<file path="src/verilog/adcc_pkg.sv">
// Functional notes
// A channel/gain write during a conversion applies only after that conversion completes.
// A reference-select write during a conversion applies only after that conversion completes.
// The first conversion after a reference change lasts 25 ADC clock cycles.
// Reference: x00 supply, x01 external pin, 010 internal 1.1V, 110 internal 2.56V.
// The five-bit channel field picks the input pair and, when differential, the gain.
// The left-align bit reformats the result readout at once, even mid-conversion.
// Result high byte at 0x79, low at 0x78, aligned per left-align bit.
// Reading the low byte freezes the result until the high byte is read.
// Prescale codes 100..111 divide the I/O clock by 16, 32, 64, 128.
// The channel is captured within one ADC clock of writing the start bit.
// Free running restarts at each completion with the channel latched at restart.
// Halting in idle or noise-reduction sleep starts a conversion when armed.
// An early wake-up does not stop the conversion or its completion request.
// Other sleep modes never disable the converter; only software clears the enable.
// A single-ended input above the reference yields full scale 0x3ff.
// Software should discard the first result after a reference switch.
// Completion sets the done flag; a request needs its enable and the global enable.
// A completion while the result is frozen discards the new result.
package adcc_pkg;
	// Register addresses
	localparam logic [7:0] ADDR_RES_LOW  = 8'h78;
	localparam logic [7:0] ADDR_RES_HIGH = 8'h79;
	localparam logic [7:0] ADDR_CTRL     = 8'h7a;
	localparam logic [7:0] ADDR_MISC     = 8'h7b;
	localparam logic [7:0] ADDR_SEL      = 8'h7c;
	// Reset values
	localparam logic [7:0] SEL_RST  = 8'h00;
	localparam logic [7:0] CTRL_RST = 8'h00;
	// Field positions in input_and_reference_select
	localparam int SEL_REF_HI = 7;
	localparam int SEL_REF_LO = 6;
	localparam int SEL_LEFT   = 5;
	// Field positions in converter_control_status
	localparam int CTRL_EN    = 7;
	localparam int CTRL_START = 6;
	localparam int CTRL_FREE  = 5;
	localparam int CTRL_DONE  = 4;
	localparam int CTRL_IE    = 3;
	// Field position in analog_misc_control
	localparam int MISC_EXTREF = 0;
	// Conversion lengths in ADC clock cycles
	localparam logic [4:0] LONG_CONV_CYCLES = 5'd25;
	localparam logic [4:0] CONV_CYCLES_DEF  = 5'd13;
	// Full-scale code
	localparam logic [9:0] FULL_SCALE = 10'h3ff;
	// Decoded reference sources
	typedef enum logic [1:0] {
		ADCC_REF_SUPPLY = 2'b00,
		ADCC_REF_EXTPIN = 2'b01,
		ADCC_REF_INT_1V1 = 2'b10,
		ADCC_REF_INT_2V56 = 2'b11
	} adcc_ref_e;
	// Converter states
	typedef enum logic [0:0] {
		ADCC_IDLE = 1'b0,
		ADCC_CONV = 1'b1
	} adcc_state_e;
endpackage

</file>
<file path="src/verilog/adcc_presc_if.sv">
`timescale 1ns/100ps
// Prescaler control and the ADC clock tick it returns
interface adcc_presc_if;
	logic [2:0] sel;
	logic       run;
	logic       tick;
	modport ctrl (output sel, output run, input tick);
	modport presc (input sel, input run, output tick);
endinterface

</file>
<file path="src/verilog/adcc_presc.sv">
`timescale 1ns/100ps
module adcc_presc #(
	parameter int CNT_W = 7
) (
	// Clock and reset
	input  wire logic clk,
	input  wire logic rstn,
	// Control side
	adcc_presc_if.presc p
);
	// The largest division needs seven counter bits
	initial
	begin
		if (CNT_W < 7)
			$error("adcc_presc: CNT_W must be at least 7");
	end

	logic [CNT_W-1:0] cnt_reg;
	logic [CNT_W-1:0] cnt_next;
	logic             tick_reg;
	logic             tick_next;
	logic [CNT_W-1:0] last;

	// Terminal count; low codes below 100 divide by 2, 2, 4 and 8
	always_comb
	begin
		unique case (p.sel)
			3'h0:    last = CNT_W'(1);
			3'h1:    last = CNT_W'(1);
			3'h2:    last = CNT_W'(3);
			3'h3:    last = CNT_W'(7);
			3'h4:    last = CNT_W'(15);
			3'h5:    last = CNT_W'(31);
			3'h6:    last = CNT_W'(63);
			3'h7:    last = CNT_W'(127);
		endcase
	end

	// Counter restarts while stopped so the first tick is a full period
	always_comb
	begin
		cnt_next  = cnt_reg;
		tick_next = 1'b0;
		if (!p.run)
			cnt_next = '0;
		else if (cnt_reg >= last)
		begin
			cnt_next  = '0;
			tick_next = 1'b1;
		end
		else
			cnt_next = cnt_reg + CNT_W'(1);
	end

	always_ff @(posedge clk or negedge rstn)
	begin
		if (!rstn)
		begin
			cnt_reg  <= '0;
			tick_reg <= 1'b0;
		end
		else
		begin
			cnt_reg  <= cnt_next;
			tick_reg <= tick_next;
		end
	end

	assign p.tick = tick_reg;

	// Fifteen quiet cycles of an unbroken run must end in a tick; an abort makes it vacuous
	property p_div16;
		@(posedge clk) disable iff (!rstn)
		(tick_reg && p.run && p.sel == 3'h4)
		##1 (p.run && p.sel == 3'h4 && !tick_reg)[*8]
		##1 (p.run && p.sel == 3'h4 && !tick_reg)[*7]
		|=> tick_reg;
	endproperty
	a_div16: assert property (p_div16) else $error("divide by 16 period wrong");
endmodule // adcc_presc

</file>
<file path="src/verilog/adcc_top.sv">
// Strobed register access was chosen for this implementation.
`timescale 1ns/100ps
module adcc_top #(
	parameter logic [4:0] CONV_CYCLES = adcc_pkg::CONV_CYCLES_DEF
) (
	// Clock and reset
	input  wire logic       clk,
	input  wire logic       rstn,
	// Register port
	input  wire logic [7:0] addr,
	input  wire logic [7:0] wdata,
	input  wire logic       wr_en,
	input  wire logic       rd_en,
	output logic      [7:0] rdata,
	// Processor state
	input  wire logic       global_int_en,
	input  wire logic       cpu_halted,
	input  wire logic       sleep_quiet_mode,
	// Analog core
	input  wire logic [9:0] sar_code,
	input  wire logic       sar_over_ref,
	output logic      [1:0] ref_source,
	output logic      [4:0] channel_gain_select,
	output logic            conv_busy,
	output logic            converter_powered,
	// Completion request
	output logic            irq
);
	initial
	begin
		if (CONV_CYCLES < 5'd2 || CONV_CYCLES > adcc_pkg::LONG_CONV_CYCLES)
			$error("adcc_top: CONV_CYCLES out of range");
	end

	adcc_presc_if pif ();
	adcc_presc u_presc (.clk(clk), .rstn(rstn), .p(pif.presc));

	adcc_pkg::adcc_state_e state_reg, state_next;
	logic [7:0] sel_reg, sel_next;
	logic [7:0] ctrl_reg, ctrl_next;
	logic       extref_reg, extref_next;
	logic [9:0] res_reg, res_next;
	logic       lock_reg, lock_next;
	logic [4:0] cnt_reg, cnt_next;
	logic       long_reg, long_next;
	logic [2:0] last_ref_reg, last_ref_next;
	logic [1:0] ref_reg, ref_next;
	logic [4:0] chan_reg, chan_next;
	logic       halt_q_reg;
	logic [7:0] rdata_reg, rdata_next;
	logic       irq_reg, irq_next;
	logic [1:0] ref_dec;
	logic [2:0] ref_bits;
	logic [9:0] res_fmt_hi;
	logic [9:0] res_fmt_lo;
	logic       done;
	logic       start;
	logic       sleep_start;
	logic       flag_new;

	// Reference decode from the select bits and the external enable
	always_comb
	begin
		if (!sel_reg[adcc_pkg::SEL_REF_LO])
			ref_dec = extref_reg ? adcc_pkg::ADCC_REF_EXTPIN : adcc_pkg::ADCC_REF_SUPPLY;
		else if (!extref_reg)
			ref_dec = sel_reg[adcc_pkg::SEL_REF_HI] ? adcc_pkg::ADCC_REF_INT_2V56
				: adcc_pkg::ADCC_REF_INT_1V1;
		else
			ref_dec = adcc_pkg::ADCC_REF_EXTPIN; // Undefined 011/111 kept on the pin
	end

	// Any change of the select bits or the enable counts, even one keeping the same source
	assign ref_bits = {sel_reg[adcc_pkg::SEL_REF_HI:adcc_pkg::SEL_REF_LO], extref_reg};

	// Alignment follows the live bit, not the one seen at conversion start
	always_comb
	begin
		if (sel_reg[adcc_pkg::SEL_LEFT])
		begin
			res_fmt_hi = {2'b00, res_reg[9:2]};
			res_fmt_lo = {2'b00, res_reg[1:0], 6'h00};
		end
		else
		begin
			res_fmt_hi = {8'h00, res_reg[9:8]};
			res_fmt_lo = {2'b00, res_reg[7:0]};
		end
	end

	assign done = state_reg == adcc_pkg::ADCC_CONV && pif.tick
		&& cnt_reg == (long_reg ? adcc_pkg::LONG_CONV_CYCLES : CONV_CYCLES) - 5'd1;
	// Quiet-sleep trigger only when armed; other sleeps leave the converter alone
	assign sleep_start = cpu_halted && !halt_q_reg && sleep_quiet_mode
		&& ctrl_reg[adcc_pkg::CTRL_EN] && state_reg == adcc_pkg::ADCC_IDLE
		&& !ctrl_reg[adcc_pkg::CTRL_FREE] && ctrl_reg[adcc_pkg::CTRL_IE];

	// Register port, conversion sequencing and result capture
	always_comb
	begin
		state_next    = state_reg;
		sel_next      = sel_reg;
		ctrl_next     = ctrl_reg;
		extref_next   = extref_reg;
		res_next      = res_reg;
		lock_next     = lock_reg;
		cnt_next      = cnt_reg;
		long_next     = long_reg;
		last_ref_next = last_ref_reg;
		ref_next      = ref_reg;
		chan_next     = chan_reg;
		rdata_next    = 8'h00;
		start         = sleep_start;
		flag_new      = 1'b0;
		if (wr_en)
		begin
			unique case (addr)
				adcc_pkg::ADDR_SEL:  sel_next = wdata; // held until completion
				adcc_pkg::ADDR_MISC: extref_next = wdata[adcc_pkg::MISC_EXTREF];
				adcc_pkg::ADDR_CTRL:
				begin
					ctrl_next[adcc_pkg::CTRL_EN]   = wdata[adcc_pkg::CTRL_EN];
					ctrl_next[adcc_pkg::CTRL_FREE] = wdata[adcc_pkg::CTRL_FREE];
					ctrl_next[adcc_pkg::CTRL_IE]   = wdata[adcc_pkg::CTRL_IE];
					ctrl_next[2:0]                 = wdata[2:0];
					if (wdata[adcc_pkg::CTRL_DONE])
						ctrl_next[adcc_pkg::CTRL_DONE] = 1'b0; // Write one to clear
					if (wdata[adcc_pkg::CTRL_START] && wdata[adcc_pkg::CTRL_EN]
						&& state_reg == adcc_pkg::ADCC_IDLE)
						start = 1'b1;
				end
				default: ;
			endcase
		end
		if (rd_en)
		begin
			unique case (addr)
				adcc_pkg::ADDR_RES_LOW:
				begin
					rdata_next = res_fmt_lo[7:0];
					lock_next  = 1'b1;
				end
				adcc_pkg::ADDR_RES_HIGH:
				begin
					rdata_next = res_fmt_hi[7:0];
					lock_next  = 1'b0;
				end
				adcc_pkg::ADDR_SEL:  rdata_next = sel_reg;
				adcc_pkg::ADDR_MISC: rdata_next = {7'h00, extref_reg};
				adcc_pkg::ADDR_CTRL:
				begin
					rdata_next = ctrl_reg;
					rdata_next[adcc_pkg::CTRL_START] = state_reg == adcc_pkg::ADCC_CONV;
				end
				default: rdata_next = 8'h00;
			endcase
		end
		// Completion runs to the end whether or not the processor woke early
		if (done)
		begin
			flag_new = 1'b1;
			if (!lock_next) // A low-byte read in this very cycle freezes too
				res_next = sar_over_ref ? adcc_pkg::FULL_SCALE : sar_code;
			state_next = adcc_pkg::ADCC_IDLE;
			if (ctrl_reg[adcc_pkg::CTRL_FREE] && ctrl_next[adcc_pkg::CTRL_EN])
				start = 1'b1;
		end
		else if (state_reg == adcc_pkg::ADCC_CONV && pif.tick)
			cnt_next = cnt_reg + 5'd1;
		if (start)
		begin
			// Channel and reference are latched at start, so later writes wait
			state_next    = adcc_pkg::ADCC_CONV;
			cnt_next      = 5'd0;
			chan_next     = sel_next[4:0];
			ref_next      = ref_dec;
			long_next     = ref_bits != last_ref_reg;
			last_ref_next = ref_bits;
		end
		else if (state_next == adcc_pkg::ADCC_IDLE)
		begin
			chan_next = sel_reg[4:0];
			ref_next  = ref_dec;
		end
		if (!ctrl_next[adcc_pkg::CTRL_EN])
			state_next = adcc_pkg::ADCC_IDLE; // Clearing enable aborts
		if (flag_new)
			ctrl_next[adcc_pkg::CTRL_DONE] = 1'b1; // Set wins over clear
		ctrl_next[adcc_pkg::CTRL_START] = 1'b0;
		irq_next = ctrl_reg[adcc_pkg::CTRL_DONE] && ctrl_reg[adcc_pkg::CTRL_IE]
			&& global_int_en;
	end

	assign pif.sel = ctrl_reg[2:0];
	assign pif.run = state_reg == adcc_pkg::ADCC_CONV;

	always_ff @(posedge clk or negedge rstn)
	begin
		if (!rstn)
		begin
			state_reg    <= adcc_pkg::ADCC_IDLE;
			sel_reg      <= adcc_pkg::SEL_RST;
			ctrl_reg     <= adcc_pkg::CTRL_RST;
			extref_reg   <= 1'b0;
			res_reg      <= 10'h000;
			lock_reg     <= 1'b0;
			cnt_reg      <= 5'd0;
			long_reg     <= 1'b0;
			last_ref_reg <= 3'h0;
			ref_reg      <= adcc_pkg::ADCC_REF_SUPPLY;
			chan_reg     <= 5'h00;
			halt_q_reg   <= 1'b0;
			rdata_reg    <= 8'h00;
			irq_reg      <= 1'b0;
		end
		else
		begin
			state_reg    <= state_next;
			sel_reg      <= sel_next;
			ctrl_reg     <= ctrl_next;
			extref_reg   <= extref_next;
			res_reg      <= res_next;
			lock_reg     <= lock_next;
			cnt_reg      <= cnt_next;
			long_reg     <= long_next;
			last_ref_reg <= last_ref_next;
			ref_reg      <= ref_next;
			chan_reg     <= chan_next;
			halt_q_reg   <= cpu_halted;
			rdata_reg    <= rdata_next;
			irq_reg      <= irq_next;
		end
	end

	assign rdata               = rdata_reg;
	assign ref_source          = ref_reg;
	assign channel_gain_select = chan_reg;
	assign conv_busy           = state_reg == adcc_pkg::ADCC_CONV;
	assign converter_powered   = ctrl_reg[adcc_pkg::CTRL_EN];
	assign irq                 = irq_reg;

	property p_chan_hold;
		@(posedge clk) disable iff (!rstn)
		(state_reg == adcc_pkg::ADCC_CONV && !done && ctrl_reg[adcc_pkg::CTRL_EN])
		|=> $stable(chan_reg);
	endproperty
	a_chan_hold: assert property (p_chan_hold) else $error("channel moved mid-conversion");

	property p_ref_hold;
		@(posedge clk) disable iff (!rstn)
		(state_reg == adcc_pkg::ADCC_CONV && !done && ctrl_reg[adcc_pkg::CTRL_EN])
		|=> $stable(ref_reg);
	endproperty
	a_ref_hold: assert property (p_ref_hold) else $error("reference moved mid-conversion");

	property p_long;
		@(posedge clk) disable iff (!rstn)
		(done && long_reg) |-> cnt_reg == 5'd24;
	endproperty
	a_long: assert property (p_long) else $error("long conversion not 25 cycles");

	property p_left;
		@(posedge clk) disable iff (!rstn)
		(rd_en && addr == adcc_pkg::ADDR_RES_HIGH && sel_reg[adcc_pkg::SEL_LEFT])
		|=> rdata == $past(res_reg[9:2]);
	endproperty
	a_left: assert property (p_left) else $error("left aligned high byte wrong");

	property p_right_lo;
		@(posedge clk) disable iff (!rstn)
		(rd_en && addr == adcc_pkg::ADDR_RES_LOW && !sel_reg[adcc_pkg::SEL_LEFT])
		|=> rdata == $past(res_reg[7:0]);
	endproperty
	a_right_lo: assert property (p_right_lo) else $error("right aligned low byte wrong");

	property p_freeze;
		@(posedge clk) disable iff (!rstn)
		(rd_en && addr == adcc_pkg::ADDR_RES_LOW) ##1 (!(rd_en && addr == adcc_pkg::ADDR_RES_HIGH))[*3]
		|-> $stable(res_reg);
	endproperty
	a_freeze: assert property (p_freeze) else $error("result changed while frozen");

	property p_sleep;
		@(posedge clk) disable iff (!rstn)
		sleep_start |=> conv_busy ##1 conv_busy;
	endproperty
	a_sleep: assert property (p_sleep) else $error("sleep did not start conversion");

	property p_irq;
		@(posedge clk) disable iff (!rstn)
		irq_reg == $past(ctrl_reg[adcc_pkg::CTRL_DONE] && ctrl_reg[adcc_pkg::CTRL_IE]
			&& global_int_en);
	endproperty
	a_irq: assert property (p_irq) else $error("interrupt request gating wrong");

	property p_done_flag;
		@(posedge clk) disable iff (!rstn)
		done |=> ctrl_reg[adcc_pkg::CTRL_DONE];
	endproperty
	a_done_flag: assert property (p_done_flag) else $error("done flag not set");

	property p_full;
		@(posedge clk) disable iff (!rstn)
		(done && sar_over_ref && !lock_next) |=> res_reg == adcc_pkg::FULL_SCALE;
	endproperty
	a_full: assert property (p_full) else $error("over-range not full scale");

	property p_free;
		@(posedge clk) disable iff (!rstn)
		(done && ctrl_reg[adcc_pkg::CTRL_FREE] && ctrl_reg[adcc_pkg::CTRL_EN] && !wr_en)
		|=> conv_busy && cnt_reg == 5'd0;
	endproperty
	a_free: assert property (p_free) else $error("free run did not restart");

	c_single: cover property (@(posedge clk) disable iff (!rstn) done && !ctrl_reg[adcc_pkg::CTRL_FREE]);
	c_long:   cover property (@(posedge clk) disable iff (!rstn) done && long_reg);
	c_drop:   cover property (@(posedge clk) disable iff (!rstn) done && lock_reg);
	c_sleep:  cover property (@(posedge clk) disable iff (!rstn) sleep_start);
endmodule // adcc_top

</file>
<file path="config.mk">
export PLATFORM = sky130hd
export DESIGN_NAME = adcc_top
export DESIGN_NICKNAME = d
export VERILOG_FILES = /design/src/verilog/adcc_pkg.sv /design/src/verilog/adcc_presc_if.sv /design/src/verilog/adcc_presc.sv /design/src/verilog/adcc_top.sv
export SDC_FILE = /design/constraint.sdc
export NUM_CORES = 1
export LEC_CHECK = 0
export ABC_AREA = 1
export BUFFER_PORTS_ARGS = -buffer_cell sky130_fd_sc_hd__buf_2
export CAP_MARGIN = 10
export CORE_MARGIN = 10
export CORE_UTILIZATION = 46
export CTS_CLUSTER_DIAMETER = 200
export CTS_CLUSTER_SIZE = 8
export DETAILED_ROUTE_END_ITERATION = 10
export PLACE_DENSITY = 0.67
export SLEW_MARGIN = 20
export SYNTH_ARGS = -nofsm -noshare
export SYNTH_HDL_FRONTEND = slang
export SYNTH_SLANG_ARGS = --single-unit
</file>
<file path="constraint.sdc">
create_clock -name clk -period 3.2 [get_ports clk]
set_input_delay 0.64 -clock clk [delete_from_list [all_inputs] [get_ports clk]]
set_output_delay 0.64 -clock clk [all_outputs]
set_load 0.05 [all_outputs]
</file>
==> Yosys cells after proc, flatten, opt, wreduce, memory -nomap -nowiden <==
Memory sizes are Yosys's and may differ from the RTL's.
Index checks and enable logic that the tools add are counted.
W data, S select, Z words.
{ "totals": {"reg_bits": 62, "romBits": 48, "input_bits": 34, "n_memories": 1} }
{ "memory_table": {"columns": ["name", "words", "width", "rd", "rd_ports_with_merged_regs", "write_ports", "line", "text"], "rows": [
  ["(no name shown)", 8, 6, 1, 0, 0, "adcc_presc.sv:27", "unique case (p.sel)"]
]} }
{ "op_classes": {"n_addsub": 3, "magnitude_cmp": 1, "n_eq_ne": 9, "muxes": 40, "n_bitwise": 2, "reduce_logical": 25} }
{ "ops": {"columns": ["operator", "n"], "rows": [
  ["$mux W5", 10],
  ["$eq A8 B7 Y1 const B", 5],
  ["$pmux W8 S5", 1],
  ["$mux W8", 3],
  ["$mux W1", 18],
  ["$mux W7", 2],
  ["$logic_and A1 B1 Y1", 13],
  ["$mux W10", 1],
  ["$reduce_and A2 Y1", 5],
  ["$mux W2", 4],
  ["$reduce_bool A2 Y1", 4],
  ["$add A7 B1 Y7 const B", 1],
  ["$ge A7 B7 Y1", 1],
  ["$add A5 B1 Y5 const B", 1],
  ["$eq A5 B5 Y1", 1],
  ["$sub A5 B1 Y5 const B", 1],
  ["$ne A3 B3 Y1", 1],
  ["$reduce_and A3 Y1", 1],
  ["$logic_not A1 Y1", 2],
  ["$ne A2 B1 Y1 const B", 1],
  ["$ne A2 B2 Y1 const B", 1],
  ["$not A1 Y1", 2],
  ["$pmux W1 S2", 1]
]} }

==> Depth between registers and ports, before layout <==
{ "depth": {"ltp_word": 14, "depth_mapped": 11, "mapped_depth_nobuf": 10} }

==> Modules after synthesis <==
From an unflattened synthesis, not the netlist that was laid out.
{ "unflattened": {"cells_unflattened": 406, "area_unflattened_um2": 3269.4} }
{ "by_module_without_submodules": {"columns": ["module", "n_inst", "cells_per_inst", "area_each_um2", "seq_area_each_um2"], "rows": [
  ["adcc_top", 1, 332, 2722.6, 1351.3],
  ["adcc_presc", 1, 74, 546.8, 200.2]
]} }

==> Worst setup path before layout <==
No wires, ideal clock.
{ "synth_path": {"kind": "register -> register", "from": "register state_reg, in the netlist conv_busy", "to": "register cnt_reg[2]", "setup_time_ns": 0.133, "t_arrival_ns": 1.609, "t_required_ns": 3.067, "slack_ns": 1.458, "path_stages_with_launch": 7, "cell_sequence": "dfrtp_1 -> inv_1 -> clkbuf_1 -> a21oi_1 -> nand2_1 -> nor3_1 -> nor3_4"} }
{ "synth_between": {"elab_chain_len": 11, "elab_cells_between_ends": 16, "cone_classes": "eq/ne (1); mux (6); bitwise (1); reduce/logical (8)"} }
{ "synth_lines": {"columns": ["element", "line", "text"], "rows": [
  ["start, declared", "adcc_top.sv:38", "adcc_pkg::adcc_state_e state_reg, state_next;"],
  ["start signal, assigned", "adcc_top.sv:201", "state_reg <= adcc_pkg::ADCC_IDLE;"],
  ["start signal, assigned", "adcc_top.sv:218", "state_reg <= state_next;"],
  ["$not A1 Y1", "adcc_top.sv:95, adcc_top.sv:129", null],
  ["$logic_and A1 B1 Y1", "adcc_top.sv:95", "&& ctrl_reg[adcc_pkg::CTRL_EN] && state_reg == adcc_pkg::ADCC_IDLE"],
  ["$logic_and A1 B1 Y1 (2 in series)", "adcc_top.sv:96", "&& !ctrl_reg[adcc_pkg::CTRL_FREE] && ctrl_reg[adcc_pkg::CTRL_IE];"],
  ["$mux W1", "adcc_top.sv:128", "if (wdata[adcc_pkg::CTRL_START] && wdata[adcc_pkg::CTRL_EN]"],
  ["$mux W1", "adcc_top.sv:117", "unique case (addr)"],
  ["$mux W1", "adcc_top.sv:115", "if (wr_en)"],
  ["$mux W1", "adcc_top.sv:165", "if (ctrl_reg[adcc_pkg::CTRL_FREE] && ctrl_next[adcc_pkg::CTRL_EN])"],
  ["$mux W1", "adcc_top.sv:159", "if (done)"],
  ["$ne A2 B1 Y1 (no source line) or $reduce_bool A2 Y1 (tied branches)", null, null],
  ["$reduce_and A2 Y1 (no source line)", null, null],
  ["end signal, assigned", "adcc_top.sv:224", "cnt_reg <= cnt_next;"],
  ["end, declared", "adcc_top.sv:44", "logic [4:0] cnt_reg, cnt_next;"]
]} }
Parallel ways exist; a longest one is shown, timed or not.
A chain may end at the register's enable or synchronous reset.

==> Worst setup path in the final report <==
{ "layout_path": {"from": "input port addr[7]", "to": "register res_reg[2]"} }
{ "layout_between": {"elab_chain_len": 5, "elab_cells_between_ends": 6, "cone_classes": "eq/ne (2); mux (2); bitwise (1); reduce/logical (1)"} }
{ "layout_lines": {"columns": ["element", "line", "text"], "rows": [
  ["start, declared", "adcc_top.sv:10", "input wire logic [7:0] addr,"],
  ["$eq A8 B7 Y1", "adcc_top.sv:137", "unique case (addr)"],
  ["$pmux W1 S2 (*)", "adcc_top.sv:137", null],
  ["$mux W1 (*)", "adcc_top.sv:135", "if (rd_en)"],
  ["$not A1 Y1 (no source line) (*)", null, null],
  ["$reduce_and A2 Y1 (no source line) (*)", null, null],
  ["end signal, assigned", "adcc_top.sv:222", "res_reg <= res_next;"],
  ["end, declared", "adcc_top.sv:42", "logic [9:0] res_reg, res_next;"]
]} }
Mark *: on every way between the ends. The rest lies on a longest branch, timed or not.

==> summary.txt <==
STA
  – Clock skew: 0.00498 ns
  – Relative slew slack: 57.9%
  – Final Hold Fails: 0
  – Min cycle time layout: 2.03 ns
  – Slew Limit Fails: 0
  – Setup_tns: 0 ns
  – PnR worst setup slack: 1.17 ns
  – RSZ-0062 raised after global routing: false
  – Final setup fails: 0
  – Worst slew pin tran: 0.629 ns
  – Period utilization: 63.4%
  – Highest clock rate: 493 MHz

Layout
  – Fill cells: 653
  – Share of layout cells above drive strength 1: 22.8%
  – Area Overhead vs Synth: 15.3%
  – Design Area, Final: 3680 sq um
  – Max reg flops: 10
  – Most common cell after layout, fill and taps aside: nand2_1
  – Layout Nets: 468
  – Most frequent cells in the layout: 94 x nand2_1, 62 x dfrtp_1, 50 x buf_2, 33 x nand3_1, 28 x inv_1
  – ANT cells: 0

Synthesis
  – Post-Syn Area: 3190 sq um
  – Synthesized Nets: 413
  – Syn avg cell area: 8.62 sq um
  – Most used flip-flop cell after synthesis: dfrtp_1
  – Synth unique cells: 38
  – #FFs+latches synth: 62
  – Sequential share of the synthesized area: 48.6%
  – Async S/R FF share, synth: 100%
  – Synth warnings: 0
  – Post-synth EDFFs: 0
  – Cells after synthesis: 370

Placement
  – GP Congestion: 0.829
  – Port bufs: 51
  – Area after DPL: 3510 sq um
  – Hpwl dp: 5.70 mm
  – Pre-CTS setup slack: 0.828 ns

Detailed routing
  – Final ANT Viol Nets: 0
  – First-iteration detailed-routing DRC count: 195
  – Wire per inst: 14.4 um
  – First drt pass iteration count: 4
  – DRC violations left: 0
  – Drt total wl: 7.31 mm
  – Post-DR vias/cell: 5.27
  – Vias: 2,681

CTS
  – Clk buf depth: 2
  – Post-CTS Setup Bufs: 0
  – Skew-Pair Late Insertion Delay: 0.33 ns
  – Hold Buf Count CTS: 0
  – Clk root buf: clkbuf_8
  – CTS resizes: 0
  – Clock slew at reported path FFs: 0.07 ns
  – Clock sink count: 62
  – H-tree levels: 3
  – CTS tree: done
  – CTS Buf Count: 9

Critical path
  – FF-to-FF path depth: 6
  – Endpoint class of the critical path: flop
  – CP Max Fanout: 20
  – CP Launch Type: input port
  – Worst reg2reg endpoint: res_reg[2]
  – Crit Path Class: in -> reg
  – R2R Path Start: cnt_reg[0]
  – Reg2Reg Setup Slack: 1.27 ns
  – WP data arrival: 2.26 ns
  – Critical Path RT: 3.43 ns

Outcome
  – Status: completed

Job
  – Max cap viols: 0

Power and ir drop
  – PnR Total Power: 1.55 mW
  – Leakage: 1.88 nW
  – Worst vdd ir: 186 uV
  – Power per standard cell area: 422 nW/um^2

Global route
  – Largest net degree at the start of global routing: 46
  – Global-route wire length before repair: 12.7 mm
  – Initial antenna violation count: 0
  – Total GRT Usage: 15.0%
  – Grt ovf: 0
  – Vias in the first global route: 2,704

Die
  – Die H: 103 um
  – I/O Pins: 52
  – Site Rows: 30
  – Die area: 10,700 sq um
  – Core area: 6760 sq um
  – Initial Utilization: 47.2%
  – Die Wd: 103 um

Worst hold path
  – Worst Hold Class: in -> async
cell usage after synthesis (3+ instances only):
cell	n	area (sq um)
inv_1	28	105
o21ai_0	22	110
a41oi_1	6	52.6
xor2_1	6	52.6
nor3_1	10	50.1
a21oi_1	13	65.1
clkbuf_1	4	15.0
nor2_2	3	18.8
nand3_2	3	30.0
buf_2	4	20.0
dfrtp_1	62	1550
xnor2_1	4	35.0
ha_1	9	113
nand2_2	9	56.3
nand4_1	9	56.3
nand2_1	94	353
nand3_1	33	165
nand2_4	3	33.8
nor2_1	25	93.8
worst max-delay path by stage:
stage / end / from / cells after the start / slack, ns
after floorplan: cnt_reg[2] / conv_busy / 6 / 1.46
after global placement: res_reg[5] / addr[7] / 8 / 0.94
after detailed placement: res_reg[2] / addr[7] / 8 / 0.83
after CTS: res_reg[2] / addr[7] / 8 / 1.18
after global routing: res_reg[1] / addr[7] / 8 / 0.81
final: res_reg[2] / addr[7] / 8 / 1.17
layer usage:
metal	GRT usage (%)	up-vias	share of wire [%]
li1	-	1329	-
met1	19.2	1275	44
met2	24.6	68	48
met3	3.26	9	6.4
met4	5.13	0	1.3
met5	0	-	0
stage by stage:
stage	cells	utilization, %	hold WS [ns]
floorplan	370	-	0.344
global placement	494	52.0	0.460
detailed placement	494	52.0	0.477
CTS	509	54.4	0.417
global route	509	54.4	0.348
finish	509	54.4	0.293
cell type report:
cell class	instances	area (sq um)	share of cell area (%)
clock buffer	9	124	3.37
clock inverter	6	40.0	1.09
inverter	31	116	3.16
multi-input combinational	266	1460	39.6
sequential	62	1550	42.2
tap	80	100	2.72
timing repair buffer	55	288	7.83
report_power, final:
group          switching [mW]  leakage (nW)  internal [mW]
clock network           0.310        0.0731          0.273
registers              0.0225         0.795          0.806
logic                  0.0953          1.01         0.0463
total                   0.428          1.88           1.13
worst max-delay path: stages:
cell,delay (ns)
buf_2,0.10
inv_1,0.04
nand2_1,0.07
nor2_4,0.15
nand3_1,0.16
o21ai_1,0.20
nand4_1,0.53
o21ai_0,0.36
cells by family after synthesis:
logic type | synth area share [%]
buffers and inverters | 5.65
muxes | 0.353
and+or+nand+nor | 30.6
DFF | 48.6
AOI/OAI and AO/OA | 8.47
xor gates and xnor gates | 2.75
adders and majority gates | 3.53
No activity file was read; power rests on OpenSTA's default activity.
